## config.mk

```make
export PLATFORM = sky130hd
export DESIGN_NAME = fsrc_suspend_ctrl
export DESIGN_NICKNAME = d
export VERILOG_FILES = /design/src/hw/fsrc_pkg.sv /design/src/hw/fsrc_link_if.sv /design/src/hw/fsrc_spi_rx.sv /design/src/hw/fsrc_suspend_ctrl.sv
export SDC_FILE = /design/constraint.sdc
export NUM_CORES = 1
export LEC_CHECK = 0
export BUFFER_PORTS_ARGS = -buffer_cell sky130_fd_sc_hd__clkbuf_2
export CAP_MARGIN = 25
export CORE_AREA = 2 2 109 111
export CTS_BUF_LIST = sky130_fd_sc_hd__clkbuf_8
export DETAILED_ROUTE_END_ITERATION = 6
export DIE_AREA = 0 0 111 113
export PLACE_DENSITY = 0.77
export SETUP_SLACK_MARGIN = 0.05
export SKIP_CTS_REPAIR_TIMING = 1
export SLEW_MARGIN = 10
export SYNTH_ARGS = -nofsm -noshare
export SYNTH_HDL_FRONTEND = slang
export SYNTH_SLANG_ARGS = --single-unit
```

## constraint.sdc

```tcl
create_clock -name i_clk -period 2.31 [get_ports i_clk]
set_input_delay 0.1155 -clock i_clk [delete_from_list [all_inputs] [get_ports i_clk]]
set_output_delay 0.1155 -clock i_clk [all_outputs]
set_load 0.02 [all_outputs]
```

## src/hw/fsrc_pkg.sv

```systemverilog
`default_nettype none
package fsrc_pkg;
    // ******************************************************
    // instruction codes
    // ******************************************************
    localparam logic [7:0] OP_ERS_SUSPEND = 8'h75;
    localparam logic [7:0] OP_ERS_RESUME  = 8'h7a;
    localparam logic [7:0] OP_PGM_SUSPEND = 8'h85;
    localparam logic [7:0] OP_PGM_RESUME  = 8'h8a;
    localparam logic [7:0] OP_RD_PARAM    = 8'h5a;
    // ******************************************************
    // parameter dwords (little endian on read-back)
    // ******************************************************
    localparam logic [31:0] DW12_VALUE = 32'h451883ec;
    localparam logic [31:0] DW13_VALUE = 32'h757a858a;
    localparam logic [7:0]  DW12_ADDR  = 8'h2c;
    localparam logic [7:0]  DW13_ADDR  = 8'h30;
    localparam int          SUP_FLAG_BIT = 31;
    localparam int          UNIT_HI = 30;
    localparam int          UNIT_LO = 29;
    localparam int          ECNT_HI = 28;
    localparam int          ECNT_LO = 24;
    localparam int          PCNT_HI = 17;
    localparam int          PCNT_LO = 13;
    // ******************************************************
    // timing
    // ******************************************************
    localparam int CLK_NS       = 40;
    localparam int UNIT_US      = 8;
    localparam int ERS_LAT_US   = 48;
    localparam int PGM_LAT_US   = 40;
    // longest times round down to whole cycles
    localparam int ERS_LAT_CYC  = (ERS_LAT_US * 1000) / CLK_NS;
    localparam int PGM_LAT_CYC  = (PGM_LAT_US * 1000) / CLK_NS;
    // halting time actually used, well below either bound
    localparam logic [15:0] HALT_CYC = 16'h0010;
    localparam logic [23:0] ERS_WORK = 24'h0008_00;
    localparam logic [23:0] PGM_WORK = 24'h0001_00;
    typedef enum logic [2:0] {
        FSRC_IDLE, FSRC_ERS, FSRC_PGM, FSRC_HALT_E, FSRC_HALT_P,
        FSRC_SUSP_E, FSRC_SUSP_P
    } fsrc_state_e;
endpackage
`default_nettype wire

```

## src/hw/fsrc_link_if.sv

```systemverilog
`timescale 1ns/10ps
`default_nettype none
// ******************************************************
// byte stream from the serial front end
// ******************************************************
interface fsrc_link_if;
    logic       cs_active;
    logic       byte_valid;
    logic [7:0] byte_data;
    logic [4:0] byte_index;
    logic       bit_out;
    modport rx (output cs_active, output byte_valid, output byte_data,
                output byte_index, input bit_out);
    modport core (input cs_active, input byte_valid, input byte_data,
                  input byte_index, output bit_out);
endinterface
`default_nettype wire

```

## src/hw/fsrc_spi_rx.sv

```systemverilog
`timescale 1ns/10ps
`default_nettype none
// ******************************************************
// serial shifter: samples sck/cs/si, finds sck edges
// ******************************************************
module fsrc_spi_rx (
    // clock and reset
    input  wire logic i_clk,
    input  wire logic i_rst_n,
    // pins
    input  wire logic i_sck,
    input  wire logic i_cs_n,
    input  wire logic i_si,
    output logic      o_so,
    output logic      o_so_oe_n,
    // byte side
    fsrc_link_if.rx   link
);
    typedef struct packed {
        logic [1:0] sck_s, cs_s, si_s;
        logic       sck_d;
        logic [2:0] bitc;
        logic [7:0] sh;
        logic       bv;
        logic [7:0] bd;
        logic [4:0] bidx;
        logic       so;
        logic       oe_n;
    } fsrc_rx_s;
    fsrc_rx_s st, next_st;
    logic rise, fall, act;

    // two flops per pin; only stage [1] is read by logic
    always_comb begin
        next_st = st;
        next_st.sck_s = {st.sck_s[0], i_sck};
        next_st.cs_s  = {st.cs_s[0], i_cs_n};
        next_st.si_s  = {st.si_s[0], i_si};
        next_st.sck_d = st.sck_s[1];
        next_st.bv    = 1'b0;
        if (!act) begin
            next_st.bitc = 3'h0;
            next_st.bidx = 5'h00;
            next_st.oe_n = 1'b1;
        end else begin
            if (rise) begin
                next_st.sh   = {st.sh[6:0], st.si_s[1]};
                next_st.bitc = st.bitc + 3'h1;
                if (st.bitc == 3'h7) begin
                    next_st.bv = 1'b1;
                    next_st.bd = {st.sh[6:0], st.si_s[1]};
                end
            end
            if (st.bv && st.bidx != 5'h1f) begin
                next_st.bidx = st.bidx + 5'h01;
            end
            if (fall) begin // mode 0: drive data on falling edge
                next_st.so   = link.bit_out;
                next_st.oe_n = 1'b0;
            end
        end
    end
    assign act  = ~st.cs_s[1];
    assign rise = st.sck_s[1] & ~st.sck_d;
    assign fall = ~st.sck_s[1] & st.sck_d;

    // state register
    always_ff @(posedge i_clk or negedge i_rst_n) begin
        if (!i_rst_n) begin
            st <= '{sck_s: 2'h0, cs_s: 2'h3, si_s: 2'h0, sck_d: 1'b0,
                    bitc: 3'h0, sh: 8'h00, bv: 1'b0, bd: 8'h00,
                    bidx: 5'h00, so: 1'b0, oe_n: 1'b1};
        end else begin
            st <= next_st;
        end
    end
    assign link.cs_active  = act;
    assign link.byte_valid = st.bv;
    assign link.byte_data  = st.bd;
    assign link.byte_index = st.bidx;
    assign o_so            = st.so;
    assign o_so_oe_n       = st.oe_n;
endmodule // fsrc_spi_rx
`default_nettype wire

```

## src/hw/fsrc_suspend_ctrl.sv

```systemverilog
`timescale 1ns/10ps
`default_nettype none
module fsrc_suspend_ctrl (
    // clock and reset
    input  wire logic i_clk,
    input  wire logic i_rst_n,
    // serial pins
    input  wire logic i_sck,
    input  wire logic i_cs_n,
    input  wire logic i_si,
    output logic      o_so,
    output logic      o_so_oe_n,
    // embedded operation starts from the command decoder
    input  wire logic i_start_erase,
    input  wire logic i_start_program,
    // status
    output logic      o_busy,
    output logic      o_erase_suspended,
    output logic      o_program_suspended,
    output logic      o_op_done
);
    fsrc_link_if link ();

    // ******************************************************
    // serial front end
    // ******************************************************
    fsrc_spi_rx u_rx (
        .i_clk     (i_clk),
        .i_rst_n   (i_rst_n),
        .i_sck     (i_sck),
        .i_cs_n    (i_cs_n),
        .i_si      (i_si),
        .o_so      (o_so),
        .o_so_oe_n (o_so_oe_n),
        .link      (link)
    );

    // ******************************************************
    // state
    // ******************************************************
    typedef struct packed {
        fsrc_pkg::fsrc_state_e fsm;
        logic [23:0] ers_left;   // remaining erase work, kept over suspend
        logic [23:0] pgm_left;   // remaining program work
        logic [15:0] halt;
        logic [7:0]  opcode;
        logic [7:0]  paddr;
        logic [2:0]  bitp;
        logic        rd_mode;
        logic        done;
        logic        ers_parked; // erase held under a program
        logic [2:0]  sck_q;      // sck history, [0] is the raw capture
    } fsrc_ctl_s;
    fsrc_ctl_s st, next_st;
    logic [7:0]  cur_byte;
    logic [63:0] tbl;
    logic        cmd_byte;

    // dwords 12 and 13 side by side, low address byte first
    assign tbl = {fsrc_pkg::DW13_VALUE, fsrc_pkg::DW12_VALUE};
    assign cmd_byte = link.byte_valid && link.byte_index == 5'h00;

    // serve table bytes: byte offset (paddr - 2Ch) within the pair
    always_comb begin
        cur_byte = 8'h00;
        for (int k = 0; k < 8; k++) begin
            if (st.paddr == fsrc_pkg::DW12_ADDR + 8'(k)) begin
                cur_byte = tbl[k*8 +: 8];
            end
        end
    end
    assign link.bit_out = st.rd_mode ? cur_byte[3'h7 - st.bitp] : 1'b0;

    // main sequencer
    always_comb begin
        next_st = st;
        next_st.done = 1'b0;
        // two flops before logic; only [1] and [2] are read below
        next_st.sck_q = {st.sck_q[1:0], i_sck};
        if (!link.cs_active) begin
            next_st.rd_mode = 1'b0;
        end
        // parameter read: opcode, one address byte, dummy, then data
        if (link.byte_valid) begin
            if (link.byte_index == 5'h00) begin
                next_st.opcode = link.byte_data;
            end else if (st.opcode == fsrc_pkg::OP_RD_PARAM) begin
                if (link.byte_index == 5'h01) begin
                    next_st.paddr = link.byte_data;
                end else if (link.byte_index == 5'h02) begin
                    next_st.rd_mode = 1'b1;
                    next_st.bitp = 3'h0;
                end else begin
                    next_st.paddr = st.paddr + 8'h01;
                end
            end
        end
        case (st.fsm)
            fsrc_pkg::FSRC_IDLE: begin
                // a second erase is refused while one is parked
                if (i_start_erase && !st.ers_parked) begin
                    next_st.fsm = fsrc_pkg::FSRC_ERS;
                    next_st.ers_left = fsrc_pkg::ERS_WORK;
                end else if (i_start_program) begin
                    next_st.fsm = fsrc_pkg::FSRC_PGM;
                    next_st.pgm_left = fsrc_pkg::PGM_WORK;
                end else if (cmd_byte && st.ers_parked &&
                             link.byte_data == fsrc_pkg::OP_ERS_RESUME) begin
                    next_st.fsm = fsrc_pkg::FSRC_ERS;
                    next_st.ers_parked = 1'b0;
                end
            end
            fsrc_pkg::FSRC_ERS: begin
                if (cmd_byte && link.byte_data == fsrc_pkg::OP_ERS_SUSPEND) begin
                    next_st.fsm = fsrc_pkg::FSRC_HALT_E;
                    next_st.halt = fsrc_pkg::HALT_CYC;
                end else if (st.ers_left == 24'h0) begin
                    next_st.fsm = fsrc_pkg::FSRC_IDLE;
                    next_st.done = 1'b1;
                end else begin
                    next_st.ers_left = st.ers_left - 24'h1;
                end
            end
            fsrc_pkg::FSRC_PGM: begin
                if (cmd_byte && link.byte_data == fsrc_pkg::OP_PGM_SUSPEND) begin
                    next_st.fsm = fsrc_pkg::FSRC_HALT_P;
                    next_st.halt = fsrc_pkg::HALT_CYC;
                end else if (st.pgm_left == 24'h0) begin
                    next_st.fsm = st.ers_parked ? fsrc_pkg::FSRC_SUSP_E
                                                : fsrc_pkg::FSRC_IDLE;
                    next_st.done = 1'b1;
                end else begin
                    next_st.pgm_left = st.pgm_left - 24'h1;
                end
            end
            // halt time fixed far under 48 us
            fsrc_pkg::FSRC_HALT_E: begin
                if (st.halt == 16'h0) begin
                    next_st.fsm = fsrc_pkg::FSRC_SUSP_E;
                    next_st.ers_parked = 1'b1;
                end else begin
                    next_st.halt = st.halt - 16'h1;
                end
            end
            // halt time fixed far under 40 us
            fsrc_pkg::FSRC_HALT_P: begin
                if (st.halt == 16'h0) begin
                    next_st.fsm = fsrc_pkg::FSRC_SUSP_P;
                end else begin
                    next_st.halt = st.halt - 16'h1;
                end
            end
            fsrc_pkg::FSRC_SUSP_E: begin
                // programs may run while erase is parked
                if (i_start_program) begin
                    next_st.fsm = fsrc_pkg::FSRC_PGM;
                    next_st.pgm_left = fsrc_pkg::PGM_WORK;
                end else if (cmd_byte &&
                             link.byte_data == fsrc_pkg::OP_ERS_RESUME) begin
                    next_st.fsm = fsrc_pkg::FSRC_ERS;
                    next_st.ers_parked = 1'b0;
                end
            end
            fsrc_pkg::FSRC_SUSP_P: begin
                if (cmd_byte && link.byte_data == fsrc_pkg::OP_PGM_RESUME) begin
                    next_st.fsm = fsrc_pkg::FSRC_PGM;
                end
            end
            default: next_st.fsm = fsrc_pkg::FSRC_IDLE;
        endcase
        // advance bit pointer on each falling sck of output; restart it at each data byte
        if (st.rd_mode && link.byte_valid && link.byte_index > 5'h02) begin
            next_st.bitp = 3'h0;
        end else if (st.rd_mode && !st.sck_q[1] && st.sck_q[2] &&
                     !link.byte_valid) begin
            // falling sck: the front end loads the pin on this very edge,
            // so the pointer moves just after its bit was taken; both see
            // the edge through the same two-flop delay
            next_st.bitp = st.bitp + 3'h1;
        end
    end

    // state register: one flop bank for the whole struct, sck history
    // included; sck idles low, so clearing it to zero gives no false
    // falling edge after reset
    always_ff @(posedge i_clk or negedge i_rst_n) begin
        if (!i_rst_n) begin
            st <= '{fsm: fsrc_pkg::FSRC_IDLE, ers_left: 24'h0,
                    pgm_left: 24'h0, halt: 16'h0, opcode: 8'h00,
                    paddr: 8'h00, bitp: 3'h0, rd_mode: 1'b0, done: 1'b0,
                    ers_parked: 1'b0,
                    sck_q: 3'h0};
        end else begin
            st <= next_st;
        end
    end

    // busy while running or halting
    assign o_busy = st.fsm == fsrc_pkg::FSRC_ERS ||
                    st.fsm == fsrc_pkg::FSRC_PGM ||
                    st.fsm == fsrc_pkg::FSRC_HALT_E ||
                    st.fsm == fsrc_pkg::FSRC_HALT_P;
    assign o_erase_suspended   = st.ers_parked;
    assign o_program_suspended = st.fsm == fsrc_pkg::FSRC_SUSP_P;
    assign o_op_done           = st.done;
endmodule // fsrc_suspend_ctrl
`default_nettype wire

```

==> impl_metrics.tcl, run 1 <==
set metrics [dict create \
    violations "negative setup slack" \
    p_leak_nw 3.78 \
    fin_util_pct 76.0 \
    ys_seq_area_share_pct 46.2 \
    synth_area_per_cell_um2 9.65 \
    syn_area_um2 6610 \
    worstPathCellList "or4_4 > or4_4 > o211ai_4 > a211oi_2 > nand3_1 > mux2_4" \
    nFillCells 693 \
    drtIter0Drc 494 \
    ir_drop_uv 1070 \
    cp_max_fo 7 \
    cts_root_buf "clkbuf_8" \
    grt.met2_usage_pct 42.0 \
    fin_crit_ns 2.48 \
    die_y_um 113 \
    critPathLaunchType "flip-flop" \
    synthArstFlopShare_pct 100 \
    dieArea_um2 12500 \
    reg2reg_from "st[51]" \
    hold_path_depth 5 \
    postSynthCellCount 685 \
    drc_errors 0 \
    grt_use_met1_pct 31.8 \
    top_usage_layer "met2" \
    slowest_delay_ns 0.54 \
    place_inst 896 \
    core_area_um2 11300 \
    cp-end-kind "flip-flop" \
    area_growth_pct 29.5 \
    overflow 0 \
    critPathSlowestCell "or4_4" \
    crit_family "simple AND/OR/NAND/NOR gates" \
    cts_tree "yes" \
    final_hold_viol_count 0 \
    cpMostUsedCell "or4_4" \
    stdcell_area_um2 8570 \
    power.switching_mw 3.94 \
    synth_cell_types 71 \
    final_common_cell "dfrtp_1" \
    power_frac_comb_pct 47.7 \
    ios 13 \
    seqPwrFrac_pct 29.6 \
    finalSetupViolations 31 \
    r2r_slack_ns -0.17 \
    use_met3_pct 5.41 \
    rr_worst_depth 6 \
    drv_cap 0 \
    p_sw_share_pct 38.6 \
    initial_core_util_pct 58.7 \
    grt_start_max_net_pins 123 \
    path_class "flip-flop to flip-flop" \
    port_buffers 12 \
    power_density_nw_per_um2 1190 \
    ys_ff_latch 122 \
    fmax_mhz 403 \
    p_int_mw 6.26 \
    syn-num-nets 707 \
    yosys_warnings 0 \
    total_power_mw 10.2 \
    crit_required_ns 2.65 \
    maxSlewHeadroom_pct 48.4 \
    final_antenna_net_count 0 \
    layout-drive-gt1-share_pct 31.8 \
    cts_buffers 17 \
    diodes 0 \
    dp_slack_ns -0.119 \
    fin_cells 951 \
    path_clk_slew_ns 0.07 \
    synth_edf_count 0 \
    fin_ws_ns -0.171 \
    critPathArrivalTime_ns 2.82 \
    place_congestion 0.891 \
    drt-vias-per-instance 6.02 \
    num_rows 39 \
    hold_path.class "input port to flip-flop" \
    critical_path_buf_inv_count 0 \
    slew_viol_final 0 \
    holdCritStartpoint "i_start_program" \
    nets 817 \
    drt-pass1-iter-count 6 \
    grt_pass1_wl_um 25700 \
    hold_ws_ns 0.215 \
    outcome "complete, but fails checks" \
    rsz0062_at_grt "yes" \
    place_area_um2 7450 \
    clock_latency_ns 0.45 \
    dr_total_vias 5722 \
    layout_common_cells "116 x dfrtp_1, 101 x nor2_1, 91 x buf_4, 42 x nand2_1, 35 x xnor2_1" \
    clock-sinks 122 \
    wire_per_inst_um 17.2 \
    clockBufferDepth 2 \
    setup-tns-final_ns -2.68 \
    wirelength_um 16400 \
    dp_hpwl_um 10200 \
    fin_skew_ns 0.00936 \
    antenna_found_initial 0 \
    r2r-end "st[64]" \
    clockPowerShare_pct 22.7 \
    tightest_slew_ns 0.774 \
    synth_ff_type "dfrtp_1" \
    fin_crit_sh_pct 107 \
    track_usage_pct 25.1 \
    die_w_um 111 \
    ctsHtreeMaxLevel 4 \
    grt_pass1_vias 5550 \
    holdPathEnd "o_erase_suspended" \
]
==> how the worst max path moves through the flow <==
stage,endpoint,depth (start not counted),startpoint
detailed placement,st[75],8,u_rx.link.byte_data[6]
CTS,st[91],7,st[51]
finish,st[64],6,st[51]
global placement,st[89],7,st[51]
floorplan,st[64],6,st[49]
global route,st[64],6,st[51]
==> worst reg2reg max path: stages (launching register included) <==
cell      delay, ns
dfrtp_1        0.40
or4_4          0.54
or4_4          0.52
o211ai_4       0.32
a211oi_2       0.15
nand3_1        0.13
mux2_4         0.30
==> power groups by stage <==
stage          clock, mW  sequential [mW]  combinational, mW
3_3_place_gp           0             2.96               3.70
2_1_floorplan          0             2.93               2.51
4_1_cts             2.35             2.96               3.91
3_5_place_dp           0             2.99               3.85
5_1_grt             2.45             3.07               5.27
6_report            2.32             3.02               4.87
==> layout make-up <==
class,instances,area [um^2],area share [%]
timing repair buffer,120,961,11.2
multi-input combinational,514,3810,44.4
clock inverter,13,223,2.60
clock buffer,19,262,3.05
sequential,122,3060,35.7
tap,143,179,2.09
inverter,20,75.1,0.876
==> kinds of logic (layout without fill, tap and decap cells) <==
logic type	Yosys count	count (layout)	share of synthesized area, %
AOI/OAI and AO/OA	147	147	14.9
xor gates and xnor gates	41	41	5.43
adders and majority gates	15	15	2.84
buffers and inverters	49	172	3.05
DFF	122	122	46.2
muxes	29	29	4.84
and+or+nand+nor	282	282	22.7
==> synth_stat cells (all sizes together), types with 6 or more instances <==
| master | number | area, um^2 |
|---|---|---|
| nor3 | 14 | 70.1 |
| o31ai | 11 | 82.6 |
| nand2b | 18 | 113 |
| a2111oi | 13 | 114 |
| a21oi | 32 | 164 |
| xnor2 | 37 | 324 |
| nand3 | 16 | 80.1 |
| or4 | 13 | 116 |
| inv | 20 | 75.1 |
| nor2 | 102 | 383 |
| ha | 15 | 188 |
| and3 | 6 | 37.5 |
| nand2 | 43 | 161 |
| or3 | 12 | 75.1 |
| nor4b | 8 | 91.3 |
| clkbuf | 25 | 93.8 |
| nor2b | 6 | 37.5 |
| nand4 | 7 | 56.3 |
| o21ai | 39 | 195 |
| dfrtp | 119 | 2980 |
| nor4 | 15 | 100 |
| a211oi | 12 | 95.1 |
| mux2 | 24 | 270 |
| a31oi | 6 | 37.5 |
==> flip-flops by register name (all words and copies together) (netlist names) <==
name,cells
st,88
u_rx.st,12
u_rx.link.byte_data,8
u_rx.link.byte_index,5
u_rx.next_st,3
next_st,1
o_erase_suspended,1
o_op_done,1
u_rx.link.byte_valid,1
u_rx.o_so,1
u_rx.o_so_oe_n,1
==> per-layer routing <==
metal / routed length (um) / vias up / part of all wire (%)
li1: - / 2697 / -
met1: 7000 / 2829 / 43
met2: 8310 / 152 / 51
met3: 655 / 44 / 4.0
met4: 430 / 0 / 2.6
met5: 0 / - / 0
Power figures use the tool's default switching activity.
==> inputs of run 2 (changes only) <==
--- a/config.mk
+++ b/config.mk
@@ -5,12 +5,13 @@
 export SDC_FILE = /design/constraint.sdc
 export NUM_CORES = 1
 export LEC_CHECK = 0
+export ABC_AREA = 1
 export BUFFER_PORTS_ARGS = -buffer_cell sky130_fd_sc_hd__clkbuf_2
 export CAP_MARGIN = 25
-export CORE_AREA = 2 2 109 111
+export CORE_AREA = 2 2 112 114
 export CTS_BUF_LIST = sky130_fd_sc_hd__clkbuf_8
 export DETAILED_ROUTE_END_ITERATION = 6
-export DIE_AREA = 0 0 111 113
+export DIE_AREA = 0 0 114 116
 export PLACE_DENSITY = 0.77
 export SETUP_SLACK_MARGIN = 0.05
 export SKIP_CTS_REPAIR_TIMING = 1
==> run 2 against run 1 <==
  * The flow now finishes without violations
  * Clock skew fell by 0.0014 ns
  * Maximum frequency up 19%
  * Total power shrank 15%
  * Hold slack worse by 0.044 ns
  * Utilization shrank 10 points
  * Via count grew 3.4%
  * Global-route usage decreased by 0.95 points
  * Final cell count increased by 16%
  * Synthesized cell count grew 33%
  * Critical path depth increased by 5
  * Cell area decreased by 8.9%
  * Register-to-register slack better by 0.39 ns
==> impl_metrics.tcl, run 2 <==
set metrics [dict create \
    seqPwrFrac_pct 32.6 \
    fin_ws_ns 0.218 \
    reg2reg_from "u_rx.link.byte_index[1]" \
    critPathArrivalTime_ns 2.43 \
    num_rows 40 \
    fin_skew_ns 0.00797 \
    power.switching_mw 3.68 \
    p_leak_nw 3.75 \
    holdPathEnd "st[90]" \
    critPathLaunchType "flip-flop" \
    wire_per_inst_um 13.0 \
    synth_area_leaders "dfrtp_1 43%, nand2_1 11%, nor2_1 6.9%" \
    synth_edf_count 0 \
    final_hold_viol_count 0 \
    overflow 0 \
    synthArstFlopShare_pct 100 \
    clock_latency_ns 0.45 \
    syn-num-nets 932 \
    largest_reg_flops 88 \
    synthTopCellsByCount "203 x nand2_1, 129 x nor2_1, 119 x dfrtp_1, 109 x inv_1, 73 x o21ai_0" \
    power_density_nw_per_um2 1110 \
    diodes 0 \
    drt-vias-per-instance 5.35 \
    ys_seq_area_share_pct 43.8 \
    drv_cap 0 \
    nFillCells 1030 \
    ctsHtreeMaxLevel 4 \
    clock-sinks 122 \
    dp_hpwl_um 10400 \
    tightest_slew_ns 0.547 \
    ir_drop_uv 823 \
    path_clk_slew_ns 0.08 \
    grt_pass1_wl_um 25600 \
    synth_cell_types 44 \
    hold_path.class "input port to flip-flop" \
    drtIter0Drc 399 \
    dp_slack_ns 0.134 \
    layout-drive-gt1-share_pct 10.1 \
    synth_largest_area_cell "dfrtp_1" \
    fin_crit_ns 2.09 \
    yosys_warnings 0 \
    place_area_um2 7260 \
    cts_root_buf "clkbuf_8" \
    die_w_um 114 \
    largest-register "st" \
    stdcell_area_um2 7800 \
    dr_total_vias 5916 \
    r2r-end "st[35]" \
    ios 13 \
    fin_crit_sh_pct 90.5 \
    setup-tns-final_ns 0 \
    grt_start_max_net_pins 50 \
    syn_area_um2 6980 \
    grt_pass1_vias 5664 \
    dieArea_um2 13200 \
    initial_core_util_pct 58.6 \
    antenna_found_initial 0 \
    drc_errors 0 \
    wirelength_um 14300 \
    drt-pass1-iter-count 5 \
    layout_common_cells "203 x nand2_1, 127 x nor2_1, 119 x dfrtp_1, 106 x inv_1, 73 x o21ai_0" \
    ys_ff_latch 122 \
    cts_buffers 17 \
    nets 967 \
    p_sw_share_pct 42.4 \
    rr_worst_depth 11 \
    synth.top_cell.area_share_pct 42.7 \
    die_y_um 116 \
    r2r_slack_ns 0.22 \
    rsz0062_at_grt "yes" \
    clockPowerShare_pct 25.4 \
    cp-end-kind "flip-flop" \
    clockBufferDepth 2 \
    slew_viol_final 0 \
    core_area_um2 11900 \
    postSynthCellCount 910 \
    maxSlewHeadroom_pct 63.5 \
    p_int_mw 4.99 \
    cts_tree "yes" \
    hold_path_depth 5 \
    synth_ff_type "dfrtp_1" \
    final_antenna_net_count 0 \
    path_class "flip-flop to flip-flop" \
    port_buffers 12 \
    cp_max_fo 10 \
    place_congestion 0.910 \
    fmax_mhz 478 \
    yosysMostFrequentCell "nand2_1" \
    area_growth_pct 11.9 \
    holdCritStartpoint "i_start_program" \
    synth_area_per_cell_um2 7.67 \
    outcome "finished, final reports clean" \
    seq_area_um2 3060 \
    final_common_cell "nand2_1" \
    multiInputGateArea_um2 3400 \
    track_usage_pct 24.2 \
    finalSetupViolations 0 \
    power_frac_comb_pct 42.0 \
    crit_required_ns 2.64 \
]
[run 2: cells by family after synthesis]
logic type / share of synthesized area, %
buffers and inverters: 7.73
DFF: 43.8
AOI/OAI and AO/OA: 12.9
xor gates and xnor gates: 3.89
and+or+nand+nor: 29.0
adders and majority gates: 2.69
[run 2: per-stage QoR]
step	total power, mW	cells	utilization [%]	hold slack, ns
2_1_floorplan	5.63	910	-	-0.180
3_3_place_gp	6.33	1069	61.0	0.139
3_5_place_dp	6.39	1069	61.0	0.139
4_1_cts	8.64	1101	64.9	-0.353
5_1_grt	9.36	1105	65.5	0.187
6_report	8.67	1105	65.5	0.172
[run 2: layout make-up]
class / instances / area share [%]
Sequential cell: 122 / 39.2
Tap cell: 147 / 2.36
Inverter: 116 / 5.69
Clock buffer: 18 / 3.17
Multi-Input combinational cell: 655 / 43.6
Clock inverter: 14 / 2.82
Timing Repair Buffer: 33 / 3.16
[run 2: power by group through the flow]
| stage | clock network (mW) | logic, mW | registers [mW] |
|---|---|---|---|
| after global routing | 2.36 | 4.13 | 2.88 |
| final | 2.20 | 3.64 | 2.82 |
| after floorplan | 0 | 2.88 | 2.74 |
| after detailed placement | 0 | 3.54 | 2.85 |
| after CTS | 2.25 | 3.56 | 2.82 |
| after global placement | 0 | 3.49 | 2.85 |
[run 2: how the worst max path moves through the flow]
stage | from | end | slack [ns] | cells past startpoint
final | u_rx.link.byte_index[1] | st[35] | 0.22 | 11
after detailed placement | st[41] | st[57] | 0.13 | 11
after global placement | st[41] | st[48] | 0.16 | 12
after global routing | st[41] | st[48] | 0.02 | 12
after CTS | st[41] | st[55] | 0.12 | 11
after floorplan | st[41] | st[58] | 0.44 | 12
[run 2: per-layer routing]
layer | vias to the layer above | GRT usage [%] | part of all wire [%]
li1 | 3069 | - | -
met1 | 2725 | 33.6 | 49
met2 | 103 | 38.2 | 46
met3 | 19 | 5.18 | 3.7
met4 | 0 | 8.21 | 1.5
met5 | - | 0 | 0
[run 2: critical path, stage by stage (launching register included)]
cell and delay, ns:
dfrtp_1 0.45, inv_1 0.12, ha_1 0.17, nand2_2 0.08, nor2_4 0.18, nand2_1 0.15
nand2_1 0.11, nand2_1 0.13, nor2_8 0.21, nand3_2 0.11, nor3b_1 0.19, nor2_1 0.07
